[config.mk]
export PLATFORM = sky130hd
export DESIGN_NAME = pwd_top
export DESIGN_NICKNAME = d
export VERILOG_FILES = /design/src/include/pwd_pkg.sv /design/src/verilog/pwd_divider.sv /design/src/verilog/pwd_top.sv
export VERILOG_INCLUDE_DIRS = /design/src /design/src/include
export SDC_FILE = /design/constraint.sdc
export NUM_CORES = 2
export LEC_CHECK = 0
export BUFFER_PORTS_ARGS = -buffer_cell sky130_fd_sc_hd__buf_2
export CAP_MARGIN = 20
export CORE_ASPECT_RATIO = 1.2
export CORE_UTILIZATION = 45
export CTS_CLUSTER_SIZE = 16
export DETAILED_ROUTE_END_ITERATION = 6
export GPL_TIMING_DRIVEN = 0
export PLACE_DENSITY = 0.66
export SLEW_MARGIN = 20
export SYNTH_ARGS = -nofsm -noshare
export SYNTH_HDL_FRONTEND = slang
export SYNTH_HIERARCHICAL = 1
export SYNTH_SLANG_ARGS = --single-unit
export TNS_END_PERCENT = 5
[constraint.sdc]
create_clock -name clk_i -period 12.9 [get_ports clk_i]
set_input_delay 1.29 -clock clk_i [delete_from_list [all_inputs] [get_ports clk_i]]
set_output_delay 1.29 -clock clk_i [all_outputs]
set_load 0.02 [all_outputs]
[src/include/pwd_regs.svh]
// constants for the pulse-width output port: codes, ranges, clock scaling
`ifndef PWD_REGS_SVH
`define PWD_REGS_SVH

// port-select codes for output 0
`define PWD_PORT_FINE 16'h1000
`define PWD_PORT_COARSE 16'h1100

// legal frequency words, fine mode counts 0.1 hz
`define PWD_FREQ_FINE_MIN 16'h0014
`define PWD_FREQ_FINE_MAX 16'hffff

// legal frequency words, coarse mode counts whole hertz, any word from 2 to 32000
`define PWD_FREQ_COARSE_MIN 16'h0002
`define PWD_FREQ_COARSE_MAX 16'h7d00

// duty word in 0.1 percent, full scale
`define PWD_DUTY_MIN 16'h0000
`define PWD_DUTY_MAX 16'h03e8

// control code that stops the output
`define PWD_STOP_CODE 16'h0003

// system clock and scaling of the frequency and duty words
`define PWD_CLK_HZ 50000000
`define PWD_FINE_SCALE 10
`define PWD_DUTY_FULL 1000

`endif

[src/include/pwd_pkg.sv]
// types shared by the pulse-width output port
package pwd_pkg;

	// command sequencer, gray codes along idle -> period -> threshold -> load
	typedef enum logic [1:0] {
		PWD_IDLE = 2'b00,
		PWD_DIV_PER = 2'b01,
		PWD_DIV_THR = 2'b11,
		PWD_LOAD = 2'b10
	} pwd_state_t;

	// frequency resolution
	typedef enum logic {
		PWD_RES_COARSE = 1'b0,
		PWD_RES_FINE = 1'b1
	} pwd_res_t;

endpackage : pwd_pkg

[src/verilog/pwd_divider.sv]
// sequential restoring divider, one quotient bit per clock
`timescale 1ns/100ps

module pwd_divider #(
	parameter int NUM_W = 48,
	parameter int DEN_W = 16
) (
	// clock and reset
	input wire logic clk_i,
	input wire logic srst_i,
	// request
	input wire logic start_i,
	input wire logic [NUM_W-1:0] num_i,
	input wire logic [DEN_W-1:0] den_i,
	// answer
	output logic busy_o,
	output logic done_o,
	output logic [NUM_W-1:0] quot_o
);

	localparam int CW = $clog2(NUM_W + 1);

	logic [DEN_W:0] rem_q; // partial remainder
	logic [NUM_W-1:0] quot_q; // dividend shifting out, quotient shifting in
	logic [DEN_W-1:0] den_q; // held divisor
	logic [CW-1:0] cnt_q; // bits done
	logic busy_q;
	logic done_q;
	logic [DEN_W:0] shifted; // remainder with next dividend bit
	logic fits; // divisor fits into shifted remainder

	assign shifted = {rem_q[DEN_W-1:0], quot_q[NUM_W-1]};
	assign fits = shifted >= {1'b0, den_q};

	// iteration; a new start restarts even a busy division
	always_ff @(posedge clk_i)
	begin
		if (srst_i)
		begin
			rem_q <= '0;
			quot_q <= '0;
			den_q <= '0;
			cnt_q <= '0;
			busy_q <= 1'b0;
			done_q <= 1'b0;
		end
		else if (start_i)
		begin
			rem_q <= '0;
			quot_q <= num_i;
			den_q <= den_i;
			cnt_q <= '0;
			busy_q <= 1'b1;
			done_q <= 1'b0;
		end
		else if (busy_q)
		begin
			// subtract when the divisor fits
			rem_q <= fits ? (shifted - {1'b0, den_q}) : shifted;
			quot_q <= {quot_q[NUM_W-2:0], fits};
			cnt_q <= cnt_q + 1'b1;
			if (cnt_q == CW'(NUM_W - 1))
			begin
				busy_q <= 1'b0;
				done_q <= 1'b1;
			end
		end
		else
		begin
			done_q <= 1'b0;
		end
	end

	assign busy_o = busy_q;
	assign done_o = done_q;
	assign quot_o = quot_q;

endmodule : pwd_divider

[src/verilog/pwd_top.sv]
// pulse-width output port: command check, period math and waveform
// Function
// - two port codes select fine or coarse
// - fine frequency word in 0.1 hz units
// - coarse frequency word 0002 to 7d00 hertz
// - duty word 0.1 percent, up to 03e8
// - duty sets fraction of period output on
// - out-of-range port, frequency or duty sets error
// - port busy with other pulse command errors
// - interrupt issue during cyclic command errors
// - clean execution clears the error flag
// - repeat while running updates duty seamlessly
// - repeat while running keeps original frequency
// - every execution acts, not edge only
// - run until stop code 0003 or program mode
// - variant without transistor output does nothing
`timescale 1ns/100ps
`include "pwd_regs.svh"

module pwd_top #(
	parameter bit HAS_TRANSISTOR_OUT = 1'b1,
	parameter int PER_W = 32
) (
	// clock and reset
	input wire logic clk_i,
	input wire logic srst_i,
	// pulse-width command from the program executor
	input wire logic cmd_valid_i,
	input wire logic [15:0] cmd_port_i,
	input wire logic [15:0] cmd_freq_i,
	input wire logic [15:0] cmd_duty_i,
	input wire logic cmd_from_irq_i,
	// executor and pulse-unit state
	input wire logic cyclic_cmd_busy_i,
	input wire logic other_pulse_active_i,
	input wire logic program_mode_i,
	// pulse control command
	input wire logic pulse_control_command_valid_i,
	input wire logic [15:0] pulse_control_command_code_i,
	// command status
	output logic cmd_ready_o,
	output logic cmd_done_o,
	output logic instruction_error_flag_o,
	// waveform and run status
	output logic pwm_o,
	output logic pwm_active_o,
	output logic fine_mode_o
);

	localparam int NUM_W = 48;
	localparam int DEN_W = 16;

	// range check, shared by the frequency and duty tests
	function automatic logic in_range(input logic [15:0] v, input logic [15:0] lo,
		input logic [15:0] hi);
		in_range = (v >= lo) && (v <= hi);
	endfunction : in_range

	// sequencer state
	pwd_pkg::pwd_state_t state_q; // command sequencer
	logic ready_q; // accepting commands
	logic done_q; // one-cycle completion pulse
	logic err_q; // instruction error flag
	pwd_pkg::pwd_res_t res_q; // resolution of the running waveform
	logic [15:0] duty_q; // duty word of the latest good command
	logic div_start_q; // divider start pulse
	logic [NUM_W-1:0] div_num_q; // divider dividend
	logic [DEN_W-1:0] div_den_q; // divider divisor
	logic [PER_W-1:0] per_new_q; // freshly computed period
	logic [PER_W-1:0] thr_new_q; // freshly computed on-threshold

	// waveform state
	logic active_q; // waveform running
	logic pend_q; // new threshold waiting for the period boundary
	logic [PER_W-1:0] per_q; // period in clocks
	logic [PER_W-1:0] thr_q; // clocks per period with output on
	logic [PER_W-1:0] cnt_q; // free-running period counter
	logic pwm_q; // output flop

	// divider answer
	logic div_done;
	logic [NUM_W-1:0] div_quot;

	// operand decode
	logic port_fine;
	logic port_coarse;
	logic port_ok;
	logic freq_ok;
	logic duty_ok;
	logic conflict;
	logic irq_clash;
	logic cmd_err;
	logic accept;
	logic stop;

	// port code selects the resolution
	assign port_fine = cmd_port_i == `PWD_PORT_FINE;
	assign port_coarse = cmd_port_i == `PWD_PORT_COARSE;
	assign port_ok = port_fine || port_coarse;

	// frequency word range depends on the resolution picked
	always_comb
	begin
		if (port_fine)
			freq_ok = in_range(cmd_freq_i, `PWD_FREQ_FINE_MIN, `PWD_FREQ_FINE_MAX);
		else if (port_coarse)
			freq_ok = in_range(cmd_freq_i, `PWD_FREQ_COARSE_MIN,
				`PWD_FREQ_COARSE_MAX);
		else
			freq_ok = 1'b0;
	end

	// duty word range
	assign duty_ok = in_range(cmd_duty_i, `PWD_DUTY_MIN, `PWD_DUTY_MAX);

	// port already driven by another pulse command
	assign conflict = other_pulse_active_i;

	// interrupt-context issue over a cyclic command in progress
	assign irq_clash = cmd_from_irq_i && cyclic_cmd_busy_i;

	// any error condition
	assign cmd_err = !port_ok || !freq_ok || !duty_ok || conflict || irq_clash;

	// every presented command is an execution; a variant without the
	// transistor stage takes none and so stays quiet
	assign accept = cmd_valid_i && ready_q && !program_mode_i
		&& HAS_TRANSISTOR_OUT;

	// stop code or program mode ends the output
	assign stop = program_mode_i || (pulse_control_command_valid_i
		&& (pulse_control_command_code_i == `PWD_STOP_CODE));

	// shared divider, used for the period on a fresh start only and for the threshold on every good execution
	pwd_divider #(
		.NUM_W(NUM_W),
		.DEN_W(DEN_W)
	) i_pwd_divider (
		.clk_i(clk_i),
		.srst_i(srst_i),
		.start_i(div_start_q),
		.num_i(div_num_q),
		.den_i(div_den_q),
		.busy_o(),
		.done_o(div_done),
		.quot_o(div_quot)
	);

	// error flag: written on each accepted execution only
	always_ff @(posedge clk_i)
	begin
		if (srst_i)
			err_q <= 1'b0;
		else if (accept)
			err_q <= cmd_err;
	end

	// operand latching
	always_ff @(posedge clk_i)
	begin
		if (srst_i)
		begin
			res_q <= pwd_pkg::PWD_RES_COARSE;
			duty_q <= '0;
		end
		else if (accept && !cmd_err)
		begin
			// duty always follows the latest good command
			duty_q <= cmd_duty_i;
			// resolution only on a fresh start; the period comes from the divider
			if (!active_q)
			begin
				res_q <= port_fine ? pwd_pkg::PWD_RES_FINE : pwd_pkg::PWD_RES_COARSE;
			end
			// running: the new frequency word is dropped here
		end
	end

	// command sequencer
	always_ff @(posedge clk_i)
	begin
		if (srst_i)
		begin
			state_q <= pwd_pkg::PWD_IDLE;
			ready_q <= 1'b1;
			done_q <= 1'b0;
			div_start_q <= 1'b0;
			div_num_q <= '0;
			div_den_q <= '0;
			per_new_q <= '0;
			thr_new_q <= '0;
		end
		else
		begin
			div_start_q <= 1'b0;
			done_q <= 1'b0;
			if (stop)
			begin
				// abandon any computation; the divider restarts on next start
				state_q <= pwd_pkg::PWD_IDLE;
				ready_q <= 1'b1;
			end
			else
			begin
				unique case (state_q)
					pwd_pkg::PWD_IDLE:
					begin
						if (accept && cmd_err)
						begin
							// rejected: flag only, output untouched
							done_q <= 1'b1;
						end
						else if (accept && !active_q)
						begin
							// fresh start: clock rate over frequency gives the period
							ready_q <= 1'b0;
							div_start_q <= 1'b1;
							div_den_q <= cmd_freq_i;
							if (port_fine)
								div_num_q <= NUM_W'(`PWD_CLK_HZ * `PWD_FINE_SCALE);
							else
								div_num_q <= NUM_W'(`PWD_CLK_HZ);
							state_q <= pwd_pkg::PWD_DIV_PER;
						end
						else if (accept)
						begin
							// running: keep the period, rescale the threshold only
							ready_q <= 1'b0;
							div_start_q <= 1'b1;
							div_num_q <= NUM_W'(per_q) * NUM_W'(cmd_duty_i);
							div_den_q <= DEN_W'(`PWD_DUTY_FULL);
							state_q <= pwd_pkg::PWD_DIV_THR;
						end
					end
					pwd_pkg::PWD_DIV_PER:
					begin
						if (div_done)
						begin
							// period known, now the on-time share of it
							per_new_q <= div_quot[PER_W-1:0];
							div_start_q <= 1'b1;
							div_num_q <= NUM_W'(div_quot[PER_W-1:0]) * NUM_W'(duty_q);
							div_den_q <= DEN_W'(`PWD_DUTY_FULL);
							state_q <= pwd_pkg::PWD_DIV_THR;
						end
					end
					pwd_pkg::PWD_DIV_THR:
					begin
						if (div_done)
						begin
							thr_new_q <= div_quot[PER_W-1:0];
							state_q <= pwd_pkg::PWD_LOAD;
						end
					end
					pwd_pkg::PWD_LOAD:
					begin
						// waveform block loads the new values this cycle if idle, else marks them pending for the period end
						state_q <= pwd_pkg::PWD_IDLE;
						ready_q <= 1'b1;
						done_q <= 1'b1;
					end
				endcase
			end
		end
	end

	// waveform: counter, threshold swap at period end, output compare
	always_ff @(posedge clk_i)
	begin
		if (srst_i)
		begin
			active_q <= 1'b0;
			pend_q <= 1'b0;
			per_q <= '0;
			thr_q <= '0;
			cnt_q <= '0;
			pwm_q <= 1'b0;
		end
		else if (stop)
		begin
			// output drops at once and stays low
			active_q <= 1'b0;
			pend_q <= 1'b0;
			cnt_q <= '0;
			pwm_q <= 1'b0;
		end
		else if (state_q == pwd_pkg::PWD_LOAD && !active_q)
		begin
			// fresh start from the top of a period
			active_q <= 1'b1;
			per_q <= per_new_q;
			thr_q <= thr_new_q;
			cnt_q <= '0;
			pwm_q <= thr_new_q != '0;
		end
		else if (active_q)
		begin
			// a duty update waits for the period end to avoid a runt pulse
			if (state_q == pwd_pkg::PWD_LOAD)
				pend_q <= 1'b1;
			if (cnt_q == per_q - 1'b1)
			begin
				cnt_q <= '0;
				if (pend_q)
				begin
					thr_q <= thr_new_q;
					pend_q <= 1'b0;
					pwm_q <= thr_new_q != '0;
				end
				else
				begin
					pwm_q <= thr_q != '0;
				end
			end
			else
			begin
				// on while the next count sits below the threshold
				cnt_q <= cnt_q + 1'b1;
				pwm_q <= (cnt_q + 1'b1) < thr_q;
			end
		end
	end

	// outputs straight from flops
	assign cmd_ready_o = ready_q;
	assign cmd_done_o = done_q;
	assign instruction_error_flag_o = err_q;
	assign pwm_o = pwm_q;
	assign pwm_active_o = active_q;
	assign fine_mode_o = res_q; // enum code 1 is the fine resolution

endmodule : pwd_top

==> impl_metrics.yaml <==
outcome:
  status: "complete, but fails checks"
  violations: "design-rule violations"
hold_path:
  min_path_type: "flip-flop to flip-flop"
route:
  drc: 19
  drt_first_iter_violations: 3279
  routed_wl_um: 164000
  firstDrtPassIters: 7
  postRouteAntennaNets: 0
  vias_per_cell: 5.58
  vias: 42186
  routedWlPerCell_um: 21.7
setup_path:
  critical_path_arrival_ps: 9360
  reg2reg_slack_ps: 4040
  critical_path_class: "flip-flop to flip-flop"
  cp.required_ps: 13410
  critPathMaxFanout: 10
  critPathLaunchType: "flip-flop"
  worstSetupEndpointType: "flip-flop"
finish:
  final_cell_mix: "nand2_1 (1035), inv_1 (1013), fa_1 (837)"
  fin_nets: 7321
  synthToLayoutAreaGrowth_pct: 7.04
  final_common_cell: "nand2_1"
  fillers: 10569
  drive_gt1_frac: 0.0291
cts:
  clock_latency_ps: 600
  path_clk_slew_ps: 70
  hold_buffers: 0
  root_buffer: "clkbuf_16"
  cts_sinks: 338
  cts_buffers: 39
  h-tree-depth: 2
  clockBufferDepth: 3
  cts_tree: "yes"
  post_cts_resized: 0
  post-cts-setup-buffer-count: 0
timing:
  slew_violations: 0
  layout_min_cycle_time_ps: 8860
  tightest_slew_ps: 1240
  slew_headroom: 0.172
  max_clock_freq_ghz: 0.113
  fin_setup_tns_ps: 0
  finalSetupViolCount: 0
  clock_skew_ps: 35.0
  period_share: 0.687
  rsz0062_at_grt: "no"
  hold_viol: 0
  whs_ps: 453
logic_synthesis:
  async_flop_share: 0
  synth_top_cell_by_area: "fa_1"
  yosys_warnings: 6
  synth_flop_cell: "dfxtp_1"
  ys_seq_area_frac: 0.136
  synthCells: 6009
  yosys_register_bits: 338
  synthTopCellsByArea: "fa_1 (34%), dfxtp_1 (14%), nand2_1 (7.8%)"
  synth_edf_count: 0
  avgSynthCellArea_um2: 8.25
  syn_area_mm2: 0.0496
  synth_top_area_frac: 0.338
  syn_nets: 7208
  ys_types: 77
global_route:
  grt.overflow.total: 0
  first_global_vias: 43347
  grt_pass1_wl_um: 254000
  antenna_found_initial: 4
  grt_max_degree: 14
  grtUsageTotal: 0.298
pwr:
  pwr-share-comb: 0.045
  swShare: 0.252
  p_sw_uw: 585
  ir_drop_mv: 0.0834
  power_density_mw_per_mm2: 43.7
  clockPowerShare: 0.505
  total_power_mw: 2.32
  power.static_leakage_nw: 24.0
  seqPwrFrac: 0.450
  p_int_mw: 1.74
floorplan:
  core-area_mm2: 0.109
  start_util: 0.454
  dieWidth_um: 305
  fp.dieH_um: 366
  num_rows: 133
  io_pins: 78
  die_area_mm2: 0.112
place:
  hpwl_um: 133000
  port_buffers: 71
  place_congestion: 0.989
run:
  maxCapViolations: 0
-- power by group through the flow --
stage	clock network, mW	logic, mW	registers, mW
3_3_place_gp	0	0.0996	1.07
5_1_grt	1.22	0.107	1.04
2_1_floorplan	0	0.0435	1.07
6_report	1.17	0.104	1.04
3_5_place_dp	0	0.100	1.07
4_1_cts	1.18	0.101	1.04
-- cell type report --
type | count | area (um^2) | share of cell area
Multi-Input combinational cell | 4272 | 37500 | 0.707
Sequential cell | 338 | 6770 | 0.127
Timing Repair Buffer | 72 | 363 | 0.00684
Buffer | 385 | 1510 | 0.0284
Inverter | 1014 | 3810 | 0.0717
Antenna cell | 3 | 7.51 | 0.000141
Clock buffer | 51 | 1100 | 0.0207
Tap cell | 1417 | 1770 | 0.0334
Clock inverter | 14 | 220 | 0.00415
-- state kept, by name (all words and copies together) (netlist names), 2 cells and up --
name and cells:
thr_q 32, div_num_q 48, i_pwd_divider/den_q 16, div_den_q 16, i_pwd_divider/rem_q 16, per_q 32
state_q 2, i_pwd_divider/cnt_q 6, cnt_q 32, per_new_q 32, thr_new_q 32, i_pwd_divider/quot_o 48
duty_q 16
-- metrics by stage --
step / cell area, um^2 / setup slack (ps) / instances / util
2_1_floorplan: 49600 / 5610 / 6009 / -
3_3_place_gp: 51700 / 3840 / 7497 / 0.473
3_5_place_dp: 51700 / 3890 / 7498 / 0.473
4_1_cts: 53100 / 4220 / 7563 / 0.485
5_1_grt: 53100 / 3530 / 7563 / 0.485
6_report: 53100 / 4040 / 7566 / 0.485
-- path summary, 6_finish.rpt --
path	start	endpoint	depth (start not counted)
max	i_pwd_divider/quot_o[10]	div_num_q[43]	25
min	per_new_q[22]	per_q[22]	2
max reg2reg	i_pwd_divider/quot_o[10]	div_num_q[43]	25
min reg2reg	per_new_q[22]	per_q[22]	2
-- cell usage after synthesis (all sizes together), types with 8 or more instances --
cell type	count
nor3b	8
o22ai	8
a2111oi	9
or2	10
and3	19
a211oi	38
a311oi	8
mux2i	116
ha	290
fa	837
nor2b	22
inv	1013
or3	18
o221ai	8
nand2	1035
and2	375
dfxtp	338
o211ai	19
xor2	62
o41ai	8
a31oi	29
nor4	50
o31ai	11
nor3	47
clkbuf	348
nand2b	92
nand3	73
a21o	53
xnor2	104
nand3b	8
a22oi	17
a21oi	333
or4	16
nand4	44
buf	37
a221oi	12
nor2	282
o21a	19
o21ai	105
o21bai	18
-- layer usage --
metal  global-route usage  vias up  part of all wire
met4                0.192        2             0.077
met1                0.357    20917              0.38
met3               0.0433      569             0.069
li1                     -    18899                 -
met2                0.505     1799              0.47
met5                    0        -          0.000079
-- logic make-up (layout without fill, tap and decap cells) --
family          after synthesis  count (layout)  synth area share
compound gates              741             741            0.0918
xor+xnor                    166             166            0.0293
fa+ha+maj                  1127            1127             0.411
buf+inv                    1399            1536             0.107
flops                       338             338             0.136
mux                         117             117            0.0236
other cells                   0               3                 0
simple gates               2121            2121             0.201
-- worst max-delay path: stages (launching register included) --
cell       delay, ps
dfxtp_1          450
clkbuf_1         780
clkbuf_1         680
nand2_1          170
fa_1             570
inv_1             50
fa_1             470
inv_1             50
fa_1             510
inv_1             60
fa_1             500
fa_1             490
inv_1             50
fa_1             470
inv_1             40
ha_1             390
nand4_1          160
nor4_1           270
nor2_1           150
a2111oi_0        530
nor3b_1          210
o41ai_1          910
a21boi_0         260
xnor2_1          320
nand2_1           90
a31oi_1          160
(Power assumes the default switching activity.)
